==> src/core/smb_pkg.sv <==
// Shared constants and carrier types for the serial bus frame logic.
// Assumes a single 250 MHz clock domain in the core.
`default_nettype none
package smb_pkg;
    localparam int CLK_MHZ       = 250;
    // Sync threshold: longer than one bus period at the slowest rate (10 kHz = 100 us)
    // would break detection, so use a fraction of the 82 us minimum sync.
    localparam int SYNC_MIN_US   = 82;
    localparam int SYNC_THR_US   = 60;
    localparam int SYNC_CYC      = SYNC_THR_US * CLK_MHZ;
    localparam int ADDR_W        = 8;
    localparam int PULSE_W       = 9;
    localparam logic [ADDR_W-1:0] ADDR_NONE = 8'h00;
    localparam int FIFO_DEPTH    = 8;

    typedef enum logic [1:0] {
        SMB_PEER   = 2'h1,
        SMB_MASTER = 2'h2
    } smb_mode_t;

    // One received bit: address, phase and value
    typedef struct packed {
        logic [ADDR_W-1:0] addr;
        logic              outPhase;
        logic              value;
    } smb_rx_t;

    localparam int RX_W = ADDR_W + 2;
endpackage : smb_pkg
`default_nettype wire

==> src/core/smb_fifo.sv <==
// Small synchronous FIFO with valid/ready on both sides.
// Assumes both sides run on the core clock.
`default_nettype none
module smb_fifo #(
    parameter int WIDTH = 10,
    parameter int DEPTH = 8
) (
    // Clock and reset
    input  wire logic             clk,
    input  wire logic             rst_n,
    // Fill side
    input  wire logic             inValid,
    output logic                  inReady,
    input  wire logic [WIDTH-1:0] inData,
    // Drain side
    output logic                  outValid,
    input  wire logic             outReady,
    output logic [WIDTH-1:0]      outData
);
    localparam int PW = $clog2(DEPTH);

    typedef struct packed {
        logic [PW-1:0] wp;
        logic [PW-1:0] rp;
        logic [PW:0]   cnt;
    } smb_fifo_st_t;

    smb_fifo_st_t st_ff, nxt_st;
    logic [WIDTH-1:0] mem [DEPTH];
    logic push, pop;

    initial begin
        if (DEPTH < 2 || (1 << PW) != DEPTH) $error("DEPTH must be a power of two >= 2");
    end

    assign inReady  = (st_ff.cnt != DEPTH[PW:0]);
    assign outValid = (st_ff.cnt != '0);
    assign outData  = mem[st_ff.rp];
    assign push     = inValid && inReady;
    assign pop      = outValid && outReady;

    always_comb begin
        nxt_st = st_ff;
        if (push) nxt_st.wp = st_ff.wp + 1'b1;
        if (pop) nxt_st.rp = st_ff.rp + 1'b1;
        nxt_st.cnt = st_ff.cnt + {{PW{1'b0}}, push} - {{PW{1'b0}}, pop};
    end

    always_ff @(posedge clk) begin
        if (!rst_n) begin
            st_ff <= '0;
        end else begin
            st_ff <= nxt_st;
        end
        if (push) mem[st_ff.wp] <= inData;
    end
endmodule : smb_fifo
`default_nettype wire

==> src/core/smb_frame_io.sv <==
// Frame counter and per-address data line access for the two-wire control bus.
// Assumes bus clock and data pins are asynchronous; data pin is open drain.
`default_nettype none
module smb_frame_io #(
    parameter int SYNC_THR = smb_pkg::SYNC_CYC
) (
    // Clock and reset
    input  wire logic                        clk,
    input  wire logic                        rst_n,
    // Configuration
    input  wire logic [1:0]                  modeSel,
    input  wire logic [255:0]                inAddrEn,
    input  wire logic [255:0]                outAddrEn,
    input  wire logic [255:0]                txBits,
    // Bus pins
    input  wire logic                        busClkIn,
    input  wire logic                        busDataIn,
    output logic                             busDataOut,
    output logic                             busDataOe,
    // Status and received bits
    output logic                             frameSync,
    output logic [smb_pkg::ADDR_W-1:0]       curAddr,
    output logic [255:0]                     rxBits,
    output logic                             cfgError,
    // Received bit stream
    output logic                             rxValid,
    input  wire logic                        rxReady,
    output logic [smb_pkg::RX_W-1:0]         rxData,
    output logic                             rxOverflow
);
    initial begin
        if (SYNC_THR < 2 || SYNC_THR > 32'h00ff_ffff) $error("SYNC_THR out of range");
    end

    // Address taken by a pulse count in the selected mode
    function automatic logic [smb_pkg::ADDR_W-1:0] pulseAddr(
        input logic [smb_pkg::PULSE_W-1:0] cnt,
        input logic                        master
    );
        pulseAddr = master ? cnt[smb_pkg::PULSE_W-1:1]
                           : cnt[smb_pkg::ADDR_W-1:0];
    endfunction : pulseAddr

    typedef struct packed {
        logic [2:0]                    clkSync;
        logic [2:0]                    datSync;
        logic                          clkLvl;
        logic                          datLvl;
        logic [23:0]                   idleCnt;
        logic                          inSync;
        logic                          started;
        logic [smb_pkg::PULSE_W-1:0]   pulseCnt;
        logic                          drive;
        logic                          active;
        logic                          sampleDue;
        logic                          syncPulse;
        logic [smb_pkg::ADDR_W-1:0]    addr;
        logic [255:0]                  rx;
        logic                          cfgErr;
        logic                          ovf;
    } smb_st_t;

    smb_st_t st_ff, nxt_st;
    logic            isMaster;
    logic            clkFall, clkRise;
    logic            outPh;
    logic [smb_pkg::ADDR_W-1:0] addrNow;
    logic            ownIn, ownOut, wantDrive, wantSample;
    smb_pkg::smb_rx_t rxWord;
    logic            fifoInReady;
    logic            push;
    logic            fifoOutValid;
    logic [smb_pkg::RX_W-1:0] fifoOutData;

    assign isMaster = (modeSel == smb_pkg::SMB_MASTER);

    always_comb begin
        nxt_st = st_ff;
        nxt_st.syncPulse = 1'b0;
        nxt_st.sampleDue = 1'b0;
        nxt_st.clkSync = {st_ff.clkSync[1:0], busClkIn};
        nxt_st.datSync = {st_ff.datSync[1:0], busDataIn};
        if (st_ff.clkSync[2] == st_ff.clkSync[1]) nxt_st.clkLvl = st_ff.clkSync[1];
        if (st_ff.datSync[2] == st_ff.datSync[1]) nxt_st.datLvl = st_ff.datSync[1];
        clkFall = st_ff.clkLvl && !nxt_st.clkLvl;
        clkRise = !st_ff.clkLvl && nxt_st.clkLvl;

        // Idle high clock timer; threshold under one period at the slowest rate
        if (!nxt_st.clkLvl || clkRise) begin
            nxt_st.idleCnt = '0;
        end else if (st_ff.idleCnt != SYNC_THR[23:0]) begin
            nxt_st.idleCnt = st_ff.idleCnt + 24'h00_0001;
        end
        if (st_ff.idleCnt == SYNC_THR[23:0] - 24'h00_0001 && nxt_st.clkLvl) begin
            nxt_st.inSync    = 1'b1;
            nxt_st.syncPulse = 1'b1;
            nxt_st.pulseCnt  = '0;
            nxt_st.started   = 1'b0;
            nxt_st.drive     = 1'b0;
            nxt_st.active    = 1'b0;
            nxt_st.addr      = '0;
        end

        // Falling clock edge opens a period
        outPh      = isMaster && st_ff.pulseCnt[0];
        addrNow    = pulseAddr(st_ff.pulseCnt, isMaster);
        ownIn      = inAddrEn[addrNow] && (addrNow != smb_pkg::ADDR_NONE);
        ownOut     = outAddrEn[addrNow] && (addrNow != smb_pkg::ADDR_NONE);
        // Peer: one bit per period; master/slave: drive only input phase
        wantDrive  = ownIn && !outPh && txBits[addrNow];
        // Peer: outputs follow line; master/slave: only output phase heard
        wantSample = ownOut && (!isMaster || outPh);

        if (clkFall) begin
            nxt_st.inSync = 1'b0;
            if (st_ff.started) begin
                nxt_st.pulseCnt = st_ff.pulseCnt + 9'h001;
            end
            nxt_st.started = 1'b1;
        end
        if (clkFall) begin
            outPh   = isMaster && nxt_st.pulseCnt[0];
            addrNow = pulseAddr(nxt_st.pulseCnt, isMaster);
            ownIn   = inAddrEn[addrNow] && (addrNow != smb_pkg::ADDR_NONE);
            ownOut  = outAddrEn[addrNow] && (addrNow != smb_pkg::ADDR_NONE);
            wantDrive  = ownIn && !outPh && txBits[addrNow];
            wantSample = ownOut && (!isMaster || outPh);
            nxt_st.drive  = wantDrive;
            nxt_st.active = wantSample;
            nxt_st.addr   = addrNow;
        end
        // Late in the period: rising edge releases the line and flags the sample, which is stored a cycle later
        if (clkRise && st_ff.started) begin
            nxt_st.sampleDue = st_ff.active;
            nxt_st.drive     = 1'b0;
            nxt_st.active    = 1'b0;
        end
        if (st_ff.sampleDue) begin
            nxt_st.rx[st_ff.addr] = !st_ff.datLvl;
        end
        if (st_ff.sampleDue && !fifoInReady) nxt_st.ovf = 1'b1;
        // Master mode frames past 511 pulses wrap; peer past 255 likewise
        nxt_st.cfgErr = ((inAddrEn | outAddrEn) == '0)
                      || inAddrEn[0] || outAddrEn[0];
    end

    assign rxWord.addr     = st_ff.addr;
    assign rxWord.outPhase = isMaster;
    assign rxWord.value    = !st_ff.datLvl;
    assign push            = st_ff.sampleDue;

    // Open drain: the pin is only ever pulled low
    assign busDataOut = 1'b0;
    assign busDataOe  = st_ff.drive;
    assign frameSync  = st_ff.inSync;
    assign curAddr    = st_ff.addr;
    assign rxBits     = st_ff.rx;
    assign cfgError   = st_ff.cfgErr;
    assign rxOverflow = st_ff.ovf;
    assign rxValid    = fifoOutValid;
    assign rxData     = fifoOutData;

    smb_fifo #(
        .WIDTH (smb_pkg::RX_W),
        .DEPTH (smb_pkg::FIFO_DEPTH)
    ) u_fifo (
        .clk      (clk),
        .rst_n    (rst_n),
        .inValid  (push),
        .inReady  (fifoInReady),
        .inData   (rxWord),
        .outValid (fifoOutValid),
        .outReady (rxReady),
        .outData  (fifoOutData)
    );

    always_ff @(posedge clk) begin
        if (!rst_n) begin
            st_ff         <= '0;
            st_ff.clkSync <= 3'h7;
            st_ff.datSync <= 3'h7;
            st_ff.clkLvl  <= 1'b1;
            st_ff.datLvl  <= 1'b1;
        end else begin
            st_ff <= nxt_st;
        end
    end
endmodule : smb_frame_io
`default_nettype wire


==> config.mk <==
export PLATFORM = sky130hd
export DESIGN_NAME = smb_frame_io
export DESIGN_NICKNAME = d
export VERILOG_FILES = /design/src/core/smb_pkg.sv /design/src/core/smb_fifo.sv /design/src/core/smb_frame_io.sv
export SDC_FILE = /design/constraint.sdc
export NUM_CORES = 1
export LEC_CHECK = 0
export ABC_AREA = 1
export BUFFER_PORTS_ARGS = -buffer_cell sky130_fd_sc_hd__buf_2
export CORE_AREA = 10 10 401 403
export DETAILED_ROUTE_END_ITERATION = 10
export DIE_AREA = 0 0 411 413
export PLACE_DENSITY = 0.36
export SYNTH_ARGS = -nofsm -noshare
export SYNTH_HDL_FRONTEND = slang
export SYNTH_SLANG_ARGS = --single-unit
==> constraint.sdc <==
create_clock -name clk -period 2.66 [get_ports clk]
set_input_delay 0.266 -clock clk [delete_from_list [all_inputs] [get_ports clk]]
set_output_delay 0.266 -clock clk [all_outputs]
set_load 0.005 [all_outputs]
==> results.tsv <==
metric	value	unit
outcome	finished with violations	
failing checks	setup timing	
EDFF count, synth	80	
Critical Path AT	3.59	ns
Initial Util	0.174	
post-route ant nets	0	
final instance area	38400	um^2
PD cells	469	nW/um^2
DRC	0	
compound-cell area share of the yosys netlist	0.156	
global-route wire length before repair	264	mm
CTS tree	yes	
family with the most delay on the worst path	simple AND/OR/NAND/NOR gates	
total power	0.0180	W
H-tree lvl count	2	
Worst R2R Path Depth	24	
Num CTS Buffers	54	
# port buffers	1053	
Area Growth Syn to Fin	44.5	%
Detailed Route Iter0 Violations	2761	
Max clock buf depth	3	
largest net degree at the start of global routing	150	
# Max-Cap Violations	0	
Congestion Overflow GR	0	
Simple-Gate Fraction of Synth Area	0.345	
R2R Setup Slk	-0.46	ns
crit path max fanout	9	
CP Cell Sequence	ha_4 > nand2_2 > nor2_1 > nand2_1 > nor2_1 > nand2_2 > nand3_4 > nand3_4 > nand2_8 > buf_12 > inv_16 > buf_4 > buf_12 > nand2_1 > nand3_1 > nand3_1 > nand3_2 > nand3b_1 > nand3_2 > nand4_1 > buf_4 > nand3_1 > nand3_2 > a21oi_2	
clk_skew	0.0472	ns
CP Class	reg -> reg	
Crit. End Element	flip-flop	
Post-DP HPWL	159	mm
WP data required	3.13	ns
Hold Vio Cnt, Final	0	
GRT Total Usage	0.217	
Die Width	411	um
Root Driver	clkbuf_16	
fmax	321	MHz
slowest stage cell, crit path	dfxtp_2	
Hold Path End	nxt_st[311]$_SDFF_PN1_	
DR vias	33012	
RR Endpoint	busDataOe$_SDFFE_PP0P_	
clock-pin slew on the worst setup and hold paths	0.06	ns
final wirelength	195	mm
synth top area cells	dfxtp_1 24%, nand2_1 12%, edfxtp_1 9.0%, nand3_1 8.5%, buf_4 8.4%	
ys async rst share	0	
fin. max-slew vios	0	
Yosys top cell area share	0.245	
post-route setup TNS	-0.842	ns
Row Count	144	
Nets	5873	
Slew @ Worst Pin	0.872	ns
Bufs and invs on worst path	5	
Worst setup SP type	flip-flop	
hold path depth	2	
min-delay src	busClkIn	
RSZ-0062 raised after global routing	true	
area leader, netlist	dfxtp_1	
mux cell area share after synthesis	0	
slowest stage delay, CP	0.35	ns
Die ar.	170000	um^2
r2r startpoint	st_ff[281]$_SDFFE_PP0P_	
Min Clock Period, post-route	3.12	ns
Post-Synth XOR/XNOR Area	0.000659	
relative slew slack	0.419	
post-synthesis cell area	26600	um^2
antenna violations before repair	106	
post-synthesis adder-cell area fraction	0.00593	
syn nets	4867	
register area share after synthesis	0.335	
Util after Layout	0.251	
Synth warnings	0	
count leader, synth	nand2_1	
core box area	153000	um^2
leakage power	17.5	nW
post-synth cell types	43	
Clk Latency, worst-skew pair	0.61	ns
Main synth FF type	dfxtp_1	
post-route clock period utilization	1.17	
# IOs	1055	
Mapped Avg Cell Area	6.51	um^2
DP Area	34500	um^2
Hold Path Class	in -> reg	
setup ws final	-0.456	ns
DR WL/cell	27.1	um
Peak VDD IR	0.516	mV
first-pass detailed-route iteration total	5	
Post-Syn Instances	4080	
via/cell ratio	4.57	
layout cells sized above 1	0.347	
Synth top cells by count	845 x nand2_1, 517 x nor2_1, 453 x nand3_1	
Filler cells	17268	
Placer Congestion	0.963	
Final setup viols	2	
chip height	413	um
vias in the first global route	32754	
CTS sink count	405	
largest family of logic cells by synthesized area	simple AND/OR/NAND/NOR gates	
Seq cells post-synth	405	
layer usage:
metal / part of all wire / wire, um / global-route usage
met5: 0.0014 / 276 / 0
met4: 0.028 / 5410 / 0.0589
met3: 0.089 / 17300 / 0.0616
met2: 0.46 / 90800 / 0.355
met1: 0.42 / 81700 / 0.276
registers in the layout, summed over array words and instances, names as in the netlist, 4 cells and up, named ones only:
register      cells
rxBits          256
u_fifo.mem       80
st_ff            39
u_fifo.st_ff     10
curAddr           8
nxt_st            4
timing repair:
item / in CTS / in global routing
pin swaps: 30 / 54
cloned: 16 / 5
endpoints found under the hold margin: 23 / 0
hold buffers: 2 / 0
buffers inserted: 49 / 20
endpoints found under the setup margin: 6 / 14
gates resized for setup: 130 / 118
per-stage QoR:
| stage | setup slack, ns | hold WS [ns] | instances |
|---|---|---|---|
| 3_3_place_gp | -0.734 | 0.398 | 6990 |
| 4_1_cts | -0.439 | 0.0444 | 7157 |
| 2_1_floorplan | 0.0296 | 0.373 | 4080 |
| 5_1_grt | -0.635 | 0.0392 | 7204 |
| 3_5_place_dp | -0.688 | 0.408 | 6990 |
| 6_report | -0.456 | 0.0373 | 7222 |
worst max path at each step:
stage | cells after the start | endpoint | start | slack (ns)
floorplan | 21 | st_ff[268]$_SDFFE_PP0P_ | st_ff[281]$_SDFFE_PP0P_ | 0.03
global route | 25 | busDataOe$_SDFFE_PP0P_ | st_ff[281]$_SDFFE_PP0P_ | -0.63
CTS | 25 | busDataOe$_SDFFE_PP0P_ | st_ff[281]$_SDFFE_PP0P_ | -0.44
finish | 24 | busDataOe$_SDFFE_PP0P_ | st_ff[281]$_SDFFE_PP0P_ | -0.46
detailed placement | 25 | busDataOe$_SDFFE_PP0P_ | st_ff[302]$_SDFFE_PP0P_ | -0.69
global placement | 25 | busDataOe$_SDFFE_PP0P_ | st_ff[281]$_SDFFE_PP0P_ | -0.73
final cells by class:
class | count | area, um^2 | area share
Clock buffer | 79 | 1600 | 0.0416
Inverter | 248 | 958 | 0.0250
Tap cell | 2044 | 2560 | 0.0666
Multi-Input combinational cell | 2915 | 14300 | 0.372
Clock inverter | 21 | 256 | 0.00668
Antenna cell | 48 | 120 | 0.00313
Sequential cell | 405 | 8920 | 0.232
Timing Repair Buffer | 1460 | 9670 | 0.252
Timing Repair inverter | 2 | 27.5 | 0.000717
placed cells by master, fill, tap and decap left out, types with 6 or more instances in the layout:
cell type	count
buf_2	1052
nand2_1	804
nor2_1	501
nand3_1	402
a21oi_1	353
o21ai_0	350
dfxtp_1	317
buf_4	294
inv_1	228
nor4_1	137
edfxtp_1	80
buf_12	66
clkbuf_16	59
nand4_1	50
diode_2	48
nand3_2	47
or2_2	42
nand2_2	39
buf_6	22
o21ai_1	19
nand3b_1	17
o211ai_1	16
inv_2	14
buf_16	14
nor2_2	13
clkbuf_8	13
a31oi_1	12
clkbuf_1	11
o22ai_1	10
nor3_1	10
o21ai_2	10
a21oi_2	10
clkinv_2	9
ha_1	9
nand3_4	7
dfxtp_2	7
nand2_4	6
power by group:
| part | internal (W) | total (W) | switching [W] |
|---|---|---|---|
| clock | 0.00455 | 0.00753 | 0.00298 |
| combinational | 0.00164 | 0.00414 | 0.00250 |
| sequential | 0.00630 | 0.00634 | 0.0000383 |
cell families after synthesis:
logic type	after synthesis
other cells	1
simple gates	2096
xor+xnor	2
buf+inv	763
fa+ha+maj	12
compound gates	801
flops	405
(Power assumes the default switching activity.)
